### src/afd_pkg.sv
// Constants and types shared by the audio decoder serial port block
`default_nettype none
package afd_pkg;
    // Control-port register file
    localparam int REG_COUNT = 16;
    localparam int REG_IDX_W = 4;
    localparam int MODE_IDX = 0;
    localparam logic [15:0] REG_RESET = 16'h0000;
    // Mode register fields
    localparam int MODE_EDGE_BIT = 8;
    localparam int MODE_ORDER_BIT = 9;
    localparam int MODE_MASTER_BIT = 10;
    localparam int MODE_RATE_BIT = 11;
    // Control-port opcodes
    localparam logic [7:0] OPC_READ = 8'h03;
    localparam logic [7:0] OPC_WRITE = 8'h02;
    // APB map: register index times four, plus a status word
    localparam logic [11:0] APB_STATUS_OFFSET = 12'h0040;
    localparam logic [1:0] STS_DATA_REQUEST_BIT = 2'h0;
    // Timing
    localparam int PCLK_KHZ = 50000;
    localparam int STREAM_LO_KHZ = 512;
    localparam int STREAM_HI_KHZ = 1024;
    localparam int HALF_LO_CYC = PCLK_KHZ / (2 * STREAM_LO_KHZ);
    localparam int HALF_HI_CYC = PCLK_KHZ / (2 * STREAM_HI_KHZ);
    localparam logic [7:0] HALF_LO_LIM = 8'(HALF_LO_CYC - 1);
    localparam logic [7:0] HALF_HI_LIM = 8'(HALF_HI_CYC - 1);
    // Flow control room in bytes
    localparam int DATA_REQUEST_ROOM = 32;
    localparam int FIFO_DEPTH_DEF = 64;

    typedef enum logic [2:0] {
        CP_IDLE = 3'h0,
        CP_OPCODE = 3'h1,
        CP_ADDR = 3'h3,
        CP_WDATA = 3'h2,
        CP_RDATA = 3'h7,
        CP_IGNORE = 3'h6
    } afd_cp_state_e;

    // Register index of an APB byte address, or REG_COUNT when unmapped
    function automatic logic [4:0] apb_index(input logic [11:0] addr);
        if (addr[1:0] == 2'h0 && addr[11:2] < 10'(REG_COUNT))
        begin
            return 5'(addr[11:2]);
        end
        return 5'(REG_COUNT);
    endfunction
endpackage
`default_nettype wire

### src/afd_serial_ports.sv
// Audio decoder control port, stream port, input buffer and APB registers
//
// The implementer's own choices: register access over APB and the placing of the registers.
`timescale 1ns/10ps
`default_nettype none
module afd_serial_ports
    import afd_pkg::*;
#(
    parameter int FIFO_DEPTH = FIFO_DEPTH_DEF
)
(
    // Clock, reset, enable
    input wire logic pclk,
    input wire logic presetn,
    input wire logic clk_en,
    // APB slave
    input wire logic psel,
    input wire logic penable,
    input wire logic pwrite,
    input wire logic [11:0] paddr,
    input wire logic [31:0] pwdata,
    output logic [31:0] prdata,
    output logic pready,
    output logic pslverr,
    // Control port
    input wire logic ctl_select_n,
    input wire logic ctl_sclk,
    input wire logic ctl_sdi,
    output logic ctl_sdo,
    output logic ctl_sdo_oe,
    // Stream port
    input wire logic stream_clock_in,
    output logic stream_clock_out,
    output logic stream_clock_oe,
    input wire logic stream_data_in,
    input wire logic byte_sync,
    output logic data_request,
    // Decoder side byte output
    output logic [7:0] dec_byte_data,
    output logic dec_byte_valid,
    input wire logic dec_byte_take
);
    localparam int PW = $clog2(FIFO_DEPTH);

    // Synchronisers
    logic sel_m_r, sel_s_r, sck_m_r, sck_s_r, sck_d_r, sdi_m_r, sdi_s_r;
    logic sck_m2_r, scl_s_r, sda_m_r, sda_s_r, syn_m_r, syn_s_r;
    logic sck_rise, sck_fall;

    // Register file and control port
    logic [15:0] regs_r [REG_COUNT];
    afd_cp_state_e cp_state_r;
    logic [3:0] cp_bits_r;
    logic [15:0] cp_shift_r;
    logic [15:0] cp_shift_nxt;
    logic cp_read_r;
    logic [7:0] cp_addr_r;
    logic [15:0] cp_out_r;
    logic cp_wr_r;

    // Mode fields
    logic mode_falling, mode_lsb, mode_master, mode_fast;

    // Stream and buffer
    logic [7:0] div_cnt_r;
    logic [7:0] div_lim;
    logic [7:0] rx_byte;
    logic rx_valid;
    logic [7:0] fifo_mem [FIFO_DEPTH];
    logic [PW-1:0] wr_ptr_r, rd_ptr_r;
    logic [PW:0] count_r;
    logic push, pop;
    logic [PW:0] free_cnt;
    logic room_ok;

    // APB
    logic [4:0] apb_idx;
    logic apb_status;
    logic apb_map;

    assign mode_falling = regs_r[MODE_IDX][MODE_EDGE_BIT];
    assign mode_lsb = regs_r[MODE_IDX][MODE_ORDER_BIT];
    assign mode_master = regs_r[MODE_IDX][MODE_MASTER_BIT];
    assign mode_fast = regs_r[MODE_IDX][MODE_RATE_BIT];

    // Pin synchronisers, two flops each
    always_ff @(posedge pclk or negedge presetn)
    begin
        if (!presetn)
        begin
            sel_m_r <= 1'b1;
            sel_s_r <= 1'b1;
            sck_m_r <= 1'b0;
            sck_s_r <= 1'b0;
            sck_d_r <= 1'b0;
            sdi_m_r <= 1'b0;
            sdi_s_r <= 1'b0;
            sck_m2_r <= 1'b0;
            scl_s_r <= 1'b0;
            sda_m_r <= 1'b0;
            sda_s_r <= 1'b0;
            syn_m_r <= 1'b0;
            syn_s_r <= 1'b0;
        end
        else if (clk_en)
        begin
            sel_m_r <= ctl_select_n;
            sel_s_r <= sel_m_r;
            sck_m_r <= ctl_sclk;
            sck_s_r <= sck_m_r;
            sck_d_r <= sck_s_r;
            sdi_m_r <= ctl_sdi;
            sdi_s_r <= sdi_m_r;
            // Own clock rides the same delay so data and edge stay aligned
            sck_m2_r <= mode_master ? stream_clock_out : stream_clock_in;
            scl_s_r <= sck_m2_r;
            sda_m_r <= stream_data_in;
            sda_s_r <= sda_m_r;
            syn_m_r <= byte_sync;
            syn_s_r <= syn_m_r;
        end
    end

    // Serial clock edges step the register interface; it caps the serial rate
    assign sck_rise = sck_s_r & ~sck_d_r & ~sel_s_r;
    assign sck_fall = ~sck_s_r & sck_d_r & ~sel_s_r;
    assign cp_shift_nxt = {cp_shift_r[14:0], sdi_s_r};

    // Control port sequencer
    always_ff @(posedge pclk or negedge presetn)
    begin
        if (!presetn)
        begin
            cp_state_r <= CP_IDLE;
            cp_bits_r <= 4'h0;
            cp_shift_r <= 16'h0000;
            cp_read_r <= 1'b0;
            cp_addr_r <= 8'h00;
            cp_out_r <= 16'h0000;
            cp_wr_r <= 1'b0;
        end
        else if (clk_en)
        begin
            cp_wr_r <= 1'b0;
            if (sel_s_r)
            begin
                cp_state_r <= CP_IDLE;
                cp_bits_r <= 4'h0;
            end
            else
            begin
                case (cp_state_r)
                    CP_IDLE:
                    begin
                        cp_state_r <= CP_OPCODE;
                        cp_bits_r <= 4'h0;
                    end
                    CP_OPCODE:
                    begin
                        if (sck_rise)
                        begin
                            cp_shift_r <= cp_shift_nxt;
                            cp_bits_r <= cp_bits_r + 4'h1;
                            if (cp_bits_r == 4'h7)
                            begin
                                cp_bits_r <= 4'h0;
                                cp_read_r <= cp_shift_nxt[7:0] == OPC_READ;
                                if (cp_shift_nxt[7:0] == OPC_READ || cp_shift_nxt[7:0] == OPC_WRITE)
                                begin
                                    cp_state_r <= CP_ADDR;
                                end
                                else
                                begin
                                    cp_state_r <= CP_IGNORE;
                                end
                            end
                        end
                    end
                    CP_ADDR:
                    begin
                        if (sck_rise)
                        begin
                            cp_shift_r <= cp_shift_nxt;
                            cp_bits_r <= cp_bits_r + 4'h1;
                            if (cp_bits_r == 4'h7)
                            begin
                                cp_bits_r <= 4'h0;
                                cp_addr_r <= cp_shift_nxt[7:0];
                                cp_out_r <= reg_word(cp_shift_nxt[7:0]);
                                cp_state_r <= cp_read_r ? CP_RDATA : CP_WDATA;
                            end
                        end
                    end
                    CP_WDATA:
                    begin
                        if (sck_rise)
                        begin
                            cp_shift_r <= cp_shift_nxt;
                            cp_bits_r <= cp_bits_r + 4'h1;
                            if (cp_bits_r == 4'hF)
                            begin
                                cp_wr_r <= 1'b1;
                                cp_state_r <= CP_IGNORE;
                            end
                        end
                    end
                    CP_RDATA:
                    begin
                        // Input is ignored here; only falling edges matter
                        if (sck_fall)
                        begin
                            cp_out_r <= {cp_out_r[14:0], 1'b0};
                            cp_bits_r <= cp_bits_r + 4'h1;
                            if (cp_bits_r == 4'hF)
                            begin
                                cp_addr_r <= cp_addr_r + 8'h01;
                                cp_out_r <= reg_word(cp_addr_r + 8'h01);
                            end
                        end
                    end
                    CP_IGNORE:
                    begin
                        cp_state_r <= CP_IGNORE;
                    end
                    default:
                    begin
                        cp_state_r <= CP_IDLE;
                    end
                endcase
            end
        end
    end

    // Serial output driver
    always_ff @(posedge pclk or negedge presetn)
    begin
        if (!presetn)
        begin
            ctl_sdo <= 1'b0;
            ctl_sdo_oe <= 1'b0;
        end
        else if (clk_en)
        begin
            ctl_sdo_oe <= !sel_s_r && cp_state_r == CP_RDATA && !(cp_bits_r == 4'h0 && !ctl_sdo_oe && !sck_fall);
            if (sck_fall && cp_state_r == CP_RDATA)
            begin
                ctl_sdo <= cp_out_r[15];
            end
        end
    end

    function automatic logic [15:0] reg_word(input logic [7:0] a);
        if (a < 8'(REG_COUNT))
        begin
            return regs_r[a[REG_IDX_W-1:0]];
        end
        return 16'h0000;
    endfunction

    // APB slave: one wait state, answer on the second access cycle
    assign apb_idx = apb_index(paddr);
    assign apb_status = paddr == APB_STATUS_OFFSET;
    assign apb_map = apb_status || apb_idx < 5'(REG_COUNT);

    always_ff @(posedge pclk or negedge presetn)
    begin
        if (!presetn)
        begin
            pready <= 1'b0;
            prdata <= 32'h0000_0000;
            pslverr <= 1'b0;
        end
        else if (clk_en)
        begin
            pready <= psel && penable && !pready;
            pslverr <= psel && penable && !pready && !apb_map;
            if (psel && penable && !pready)
            begin
                if (apb_status)
                begin
                    prdata <= 32'({count_r, mode_master, (cp_state_r != CP_IDLE), data_request});
                end
                else if (apb_idx < 5'(REG_COUNT))
                begin
                    prdata <= {16'h0000, regs_r[apb_idx[REG_IDX_W-1:0]]};
                end
                else
                begin
                    prdata <= 32'h0000_0000;
                end
            end
        end
    end

    // Register file; a control-port write wins a same-cycle clash
    always_ff @(posedge pclk or negedge presetn)
    begin
        if (!presetn)
        begin
            for (int i = 0; i < REG_COUNT; i++)
            begin
                regs_r[i] <= REG_RESET;
            end
        end
        else if (clk_en)
        begin
            if (cp_wr_r)
            begin
                if (cp_addr_r < 8'(REG_COUNT))
                begin
                    regs_r[cp_addr_r[REG_IDX_W-1:0]] <= cp_shift_r;
                end
            end
            else if (psel && penable && pready && pwrite && apb_idx < 5'(REG_COUNT))
            begin
                regs_r[apb_idx[REG_IDX_W-1:0]] <= pwdata[15:0];
            end
        end
    end

    // Master stream clock; paused while the buffer lacks room
    assign div_lim = mode_fast ? HALF_HI_LIM : HALF_LO_LIM;
    assign room_ok = free_cnt >= (PW+1)'(DATA_REQUEST_ROOM);

    always_ff @(posedge pclk or negedge presetn)
    begin
        if (!presetn)
        begin
            div_cnt_r <= 8'h00;
            stream_clock_out <= 1'b0;
            stream_clock_oe <= 1'b0;
        end
        else if (clk_en)
        begin
            stream_clock_oe <= mode_master;
            if (!mode_master || (!stream_clock_out && !room_ok))
            begin
                div_cnt_r <= 8'h00;
            end
            else if (div_cnt_r >= div_lim)
            begin
                div_cnt_r <= 8'h00;
                stream_clock_out <= ~stream_clock_out;
            end
            else
            begin
                div_cnt_r <= div_cnt_r + 8'h01;
            end
            if (!mode_master)
            begin
                stream_clock_out <= 1'b0;
            end
        end
    end

    afd_stream_rx u_rx (
        .pclk(pclk),
        .presetn(presetn),
        .clk_en(clk_en),
        .clk_lvl(scl_s_r),
        .data_lvl(sda_s_r),
        .sync_lvl(syn_s_r),
        .edge_falling(mode_falling),
        .lsb_first(mode_lsb),
        .byte_data(rx_byte),
        .byte_valid(rx_valid)
    );

    // Input buffer; bytes beyond full are lost, which flow control prevents
    assign push = rx_valid && count_r < (PW+1)'(FIFO_DEPTH);
    assign pop = count_r != '0 && (!dec_byte_valid || dec_byte_take);
    assign free_cnt = (PW+1)'(FIFO_DEPTH) - count_r;

    always_ff @(posedge pclk)
    begin
        if (clk_en && push)
        begin
            fifo_mem[wr_ptr_r] <= rx_byte;
        end
    end

    always_ff @(posedge pclk or negedge presetn)
    begin
        if (!presetn)
        begin
            wr_ptr_r <= '0;
            rd_ptr_r <= '0;
            count_r <= '0;
            dec_byte_data <= 8'h00;
            dec_byte_valid <= 1'b0;
            data_request <= 1'b0;
        end
        else if (clk_en)
        begin
            wr_ptr_r <= push ? PW'((wr_ptr_r + 1'b1) % FIFO_DEPTH) : wr_ptr_r;
            rd_ptr_r <= pop ? PW'((rd_ptr_r + 1'b1) % FIFO_DEPTH) : rd_ptr_r;
            count_r <= count_r + (PW+1)'(push) - (PW+1)'(pop);
            if (pop)
            begin
                dec_byte_data <= fifo_mem[rd_ptr_r];
                dec_byte_valid <= 1'b1;
            end
            else if (dec_byte_take)
            begin
                dec_byte_valid <= 1'b0;
            end
            data_request <= !mode_master && room_ok;
        end
    end

    a_sdo_standby: assert property (@(posedge pclk) disable iff (!presetn)
        clk_en && sel_s_r |=> !ctl_sdo_oe) else $error("serial output driven while deselected");
    a_write_hiz: assert property (@(posedge pclk) disable iff (!presetn)
        clk_en && cp_state_r == CP_WDATA |=> !ctl_sdo_oe) else $error("serial output driven during write");
    a_sdo_on_fall: assert property (@(posedge pclk) disable iff (!presetn)
        $changed(ctl_sdo) |-> $past(sck_fall)) else $error("serial output moved off a falling edge");
    a_shift_selected: assert property (@(posedge pclk) disable iff (!presetn)
        cp_state_r == CP_OPCODE && $changed(cp_shift_r) |-> $past(sck_rise) && !$past(sel_s_r))
        else $error("input sampled without edge or select");
    a_read_opcode: assert property (@(posedge pclk) disable iff (!presetn)
        $past(cp_state_r) == CP_ADDR && cp_state_r == CP_RDATA |-> cp_read_r)
        else $error("read data phase without read opcode");
    a_write_commit: assert property (@(posedge pclk) disable iff (!presetn)
        cp_wr_r |-> $past(cp_state_r) == CP_WDATA && $past(cp_bits_r) == 4'hF)
        else $error("register write outside a full data word");
    a_read_next: assert property (@(posedge pclk) disable iff (!presetn)
        clk_en && cp_state_r == CP_RDATA && sck_fall && cp_bits_r == 4'hF && !sel_s_r
        |=> cp_addr_r == $past(cp_addr_r) + 8'h01) else $error("read address not advanced");
    a_data_request_room: assert property (@(posedge pclk) disable iff (!presetn)
        clk_en && free_cnt < (PW+1)'(DATA_REQUEST_ROOM) |=> !data_request) else $error("data request high without room");
    a_clock_period: assert property (@(posedge pclk) disable iff (!presetn)
        clk_en && mode_master && $changed(stream_clock_out) && $past(mode_master) |-> $past(div_cnt_r) >= $past(div_lim))
        else $error("master stream clock toggled early");
endmodule
`default_nettype wire

### src/afd_stream_rx.sv
// Stream port bit assembler: edge pick, byte sync and bit order
`timescale 1ns/10ps
`default_nettype none
module afd_stream_rx
    import afd_pkg::*;
(
    // Clock and reset
    input wire logic pclk,
    input wire logic presetn,
    input wire logic clk_en,
    // Synchronised stream levels
    input wire logic clk_lvl,
    input wire logic data_lvl,
    input wire logic sync_lvl,
    // Configuration
    input wire logic edge_falling,
    input wire logic lsb_first,
    // Assembled bytes
    output logic [7:0] byte_data,
    output logic byte_valid
);
    logic clk_d_r;
    logic sync_prev_r;
    logic [2:0] bit_cnt_r;
    logic [7:0] shift_r;
    logic [7:0] shift_nxt;
    logic sample;
    logic restart;

    assign sample = edge_falling ? (clk_d_r & ~clk_lvl) : (~clk_d_r & clk_lvl);
    // Only a fresh sync pulse realigns; a tied-high sync never slips bytes
    assign restart = sync_lvl & ~sync_prev_r;
    assign shift_nxt = lsb_first ? {data_lvl, shift_r[7:1]} : {shift_r[6:0], data_lvl};

    always_ff @(posedge pclk or negedge presetn)
    begin
        if (!presetn)
        begin
            clk_d_r <= 1'b0;
        end
        else if (clk_en)
        begin
            clk_d_r <= clk_lvl;
        end
    end

    always_ff @(posedge pclk or negedge presetn)
    begin
        if (!presetn)
        begin
            sync_prev_r <= 1'b0;
            bit_cnt_r <= 3'h0;
            shift_r <= 8'h00;
            byte_data <= 8'h00;
            byte_valid <= 1'b0;
        end
        else if (clk_en)
        begin
            byte_valid <= 1'b0;
            if (sample)
            begin
                sync_prev_r <= sync_lvl;
                shift_r <= shift_nxt;
                // No boundary search: counting, restarted by a fresh sync pulse, frames bytes
                bit_cnt_r <= restart ? 3'h1 : bit_cnt_r + 3'h1;
                if (!restart && bit_cnt_r == 3'h7)
                begin
                    byte_data <= shift_nxt;
                    byte_valid <= 1'b1;
                end
            end
        end
    end

    a_sync_restart: assert property (@(posedge pclk) disable iff (!presetn)
        clk_en && sample && restart |=> bit_cnt_r == 3'h1) else $error("byte sync did not restart count");
    a_byte_on_eighth: assert property (@(posedge pclk) disable iff (!presetn)
        byte_valid |-> $past(bit_cnt_r) == 3'h7) else $error("byte emitted off the eighth bit");
endmodule
`default_nettype wire

### config.mk
export PLATFORM = sky130hd
export DESIGN_NAME = afd_serial_ports
export DESIGN_NICKNAME = d
export VERILOG_FILES = /design/src/afd_pkg.sv /design/src/afd_serial_ports.sv /design/src/afd_stream_rx.sv
export SDC_FILE = /design/constraint.sdc
export NUM_CORES = 2
export LEC_CHECK = 0
export BUFFER_PORTS_ARGS = -buffer_cell sky130_fd_sc_hd__buf_2
export CAP_MARGIN = 10
export CORE_MARGIN = 2
export CORE_UTILIZATION = 30
export CTS_CLUSTER_DIAMETER = 30
export CTS_CLUSTER_SIZE = 24
export DETAILED_ROUTE_END_ITERATION = 10
export GPL_ROUTABILITY_DRIVEN = 1
export PLACE_DENSITY = 0.54
export REMOVE_ABC_BUFFERS = 1
export SLEW_MARGIN = 20
export SYNTH_ARGS = -nofsm -noshare
export SYNTH_HDL_FRONTEND = slang
export SYNTH_SLANG_ARGS = --single-unit
### constraint.sdc
create_clock -name pclk -period 4.8 [get_ports pclk]
set_input_delay 0.96 -clock pclk [delete_from_list [all_inputs] [get_ports pclk]]
set_output_delay 0.96 -clock pclk [all_outputs]
set_load 0.02 [all_outputs]
==> metrics.md <==
| Metric | Value |
|---|---|
| Vias in the first global route | `31240` |
| Die ar. | `152900 um2` |
| Setup crit end kind | `flip-flop` |
| Largest net degree at the start of global routing | `97` |
| Ant. Diodes | `0` |
| Kind of critical path | `reg2reg` |
| Count of different cell masters after synthesis | `89` |
| Power per Cell Area | `507.2 nW/um2` |
| Antenna viol nets, final | `0` |
| Total setup buffers inserted after CTS | `0` |
| Worst min-delay path class | `in2async` |
| Initial DRC count | `3767` |
| Final setup viols | `0` |
| TritonCTS Buffers | `202` |
| Placed cell areas | `47760 um2` |
| Post-route DRC | `0` |
| Crit path required time | `5.45 ns` |
| R2R setup slack | `1.24 ns` |
| Most Frequent Cell on Critical Path | `buf_4` |
| Endpoints failing hold | `0` |
| RSZ-0062 raised after global routing | `false` |
| CP cell instances | `buf_4 > o31ai_4 > buf_4 > nand3_2 > mux2_1` |
| Type of origin of the critical path | `flip-flop` |
| Period utilization | `0.7415` |
| Worst path arrival time | `4.21 ns` |
| Post-detail-place hpwl | `94.47 mm` |
| Seq/Total Area, Yosys | `0.5642` |
| Leak | `20.82 nW` |
| Setup ws final | `1.241 ns` |
| Post-synthesis instance total | `3135` |
| Worst path max stage delay | `0.74 ns` |
| Reg2reg end | `regs_r[56]` |
| Status | `completed` |
| Port Buf Inserts | `72` |
| Synth cell count leaders | `edfxtp_1 (512), dfrtp_1 (397), o22ai_1 (293), mux4_2 (284), mux2_2 (201)` |
| Pre-CTS setup slack | `0.8879 ns` |
| Maxcap violations | `0` |
| Layout Nets | `3350` |
| Via density | `5.819` |
| Total number of vias | `31350` |
| Setup TNS | `0 ns` |
| CTS resizes | `0` |
| Design Area, Final | `55020 um2` |
| CTS tree | `built` |
| Die height | `391.1 um` |
| Synth Register Bits | `911` |
| Slew headroom | `0.1694` |
| Synth Cell Area | `44950 um2` |
| CTS max path bufs | `3` |
| Post-synth top area share | `0.3420` |
| Post-synth top area cell | `edfxtp_1` |
| WL/cell | `29.06 um` |
| Detailed Route WL | `156.6 mm` |
| Dominant cells by area after synthesis | `edfxtp_1 (34%), dfrtp_1 (22%), mux4_2 (14%)` |
| Worst skew pair latency | `0.83 ns` |
| GR Overflow Total | `0` |
| Std-Cell Core Area | `149200 um2` |
| Worst IR Drop VDD | `0.0003411 V` |
| Clock Skew | `0.06122 ns` |
| Global-route wire length before repair | `225.4 mm` |
| Most frequent cell after synthesis | `edfxtp_1` |
| Worst r2r src | `cp_wr_r` |
| Fin crit period | `3.559 ns` |
| Clk root buf | `clkbuf_16` |
| Layout cell share with drive strength beyond 1 | `0.3197` |
| Clock-pin slew on the worst setup and hold paths | `0.04 ns` |
| Ys Warns | `0` |
| Placed cell count | `5006` |
| Cell Rows | `142` |
| R2R cell count | `5` |
| 1st-pass router iterations | `5` |
| GP Congestion | `0.9150` |
| Slew @ Worst Pin | `1.242 ns` |
| Non-filler cells in the finished layout | `5388` |
| CP Max Fanout | `31` |
| Fin. max-slew vios | `0` |
| Main synth FF type | `edfxtp_1` |
| Die W | `391.1 um` |
| Tot GR Track Use | `0.2032` |
| Post-synth EDFFs | `512` |
| Util after Layout | `0.3687` |
| Asr flop ratio synth | `0.4380` |
| Top Ports | `105` |
| Critical-path top delay cell | `dfrtp_1` |
| Synth Area per Inst | `14.34 um2` |
| Fillers | `14070` |
| Hold Buf Count CTS | `0` |
| CTS H-tree lvls | `4` |
| Starting Density | `0.3012` |
| Initial antenna violation count | `11` |
| Area Overhead vs Synth | `22.40%` |
| Clk sinks | `911` |
| Fmax | `0.2810 GHz` |
## final cells by class
class / instances / area, um2 / area share
clock buffers: 263 / 5605 / 0.1019
clock inverters: 119 / 1642 / 0.02984
inverters: 53 / 198.9 / 0.003616
multi-input cells: 1896 / 18260 / 0.3319
flip-flops and latches: 911 / 25390 / 0.4615
well taps: 1944 / 2432 / 0.04421
repair buffers: 202 / 1489 / 0.02706
## stage by stage
step	total power, mW	hold WS, ns
floorplan	12.22	0.4492
global route	28.88	0.2231
detailed placement	13.67	0.4759
finish	27.91	0.1591
CTS	28.06	0.1832
global placement	13.63	0.4684
## worst max-delay path, delay by kind of cell, from the launching register on
family / cells / cell delay [ns]
buf+inv: 2 / 0.69
simple gates: 1 / 0.69
flops: 1 / 0.74
compound gates: 1 / 0.64
mux: 1 / 0.62
## sequential cells by signal, summed over array words and instances (netlist names), 3 cells and up
name,flops
cp_addr_r,8
dec_byte_data,8
count_r,7
fifo_mem,512
div_cnt_r,8
cp_out_r,16
u_rx.bit_cnt_r,3
u_rx.shift_r,8
wr_ptr_r,6
u_rx.byte_data,8
cp_state_r,3
prdata,16
regs_r,252
cp_shift_r,16
rd_ptr_r,6
cp_bits_r,4
## worst max path at each step
stage                  from          endpoint  slack, ns  depth (start not counted)
6_report            cp_wr_r        regs_r[56]       1.24                          5
5_1_grt        cp_addr_r[0]       cp_out_r[0]       1.20                          7
4_1_cts        cp_addr_r[0]       cp_out_r[4]       1.31                          6
3_5_place_dp       paddr[6]        regs_r[57]       0.89                          7
3_3_place_gp       paddr[8]        regs_r[62]       0.91                          7
2_1_floorplan   rd_ptr_r[0]  dec_byte_data[7]      -1.38                          5
## cell families (layout without fill, tap and decap cells)
family                     after synthesis  in the layout  synth area share
adders and majority gates               27             27          0.007682
muxes                                  663            663            0.2350
xor gates and xnor gates                18             18          0.003507
buffers and inverters                  343            637           0.03226
AOI/OAI and AO/OA                      662            662           0.09993
DFF                                    911            911            0.5642
other                                    1             16        0.00008342
and+or+nand+nor                        510            510           0.05731
## placed cells by master, fill, tap and decap left out, types with 17 or more instances in the layout
master / netlist / layout
mux2i_1: 80 / 80
o22ai_1: 293 / 293
a22o_1: 19 / 19
buf_2: 43 / 69
a221oi_1: 17 / 17
clkbuf_16: 0 / 203
a2bb2oi_1: 18 / 18
mux2_2: 201 / 201
inv_1: 52 / 52
clkbuf_8: 0 / 30
clkinv_2: 0 / 36
o31ai_1: 21 / 21
o221ai_1: 18 / 18
mux4_2: 284 / 284
dfrtp_1: 397 / 383
clkbuf_1: 186 / 30
nand3_1: 41 / 41
nand2_1: 152 / 152
nand4_1: 21 / 21
mux2_1: 98 / 98
a21oi_1: 40 / 40
edfxtp_1: 512 / 512
ha_1: 26 / 25
bufinv_16: 0 / 25
o21ai_0: 100 / 99
nor2_1: 148 / 148
buf_4: 24 / 121
## where the power goes
group	switching [mW]	internal [mW]	total [mW]	leakage, nW
clock network	4.74	9.60	14.3	3.51
logic	2.17	1.96	4.13	6.95
registers	0.790	8.64	9.43	10.4
## metal layers
| metal | GRT usage | routed length (um) | vias to the layer above |
|---|---|---|---|
| met5 | 0 | 54 | - |
| met4 | 0.1031 | 8058 | 8 |
| met3 | 0.05978 | 16440 | 449 |
| met2 | 0.3017 | 69020 | 1852 |
| met1 | 0.2691 | 63000 | 16160 |
| li1 | - | - | 12890 |
No activity file was read; power rests on OpenSTA's default activity.
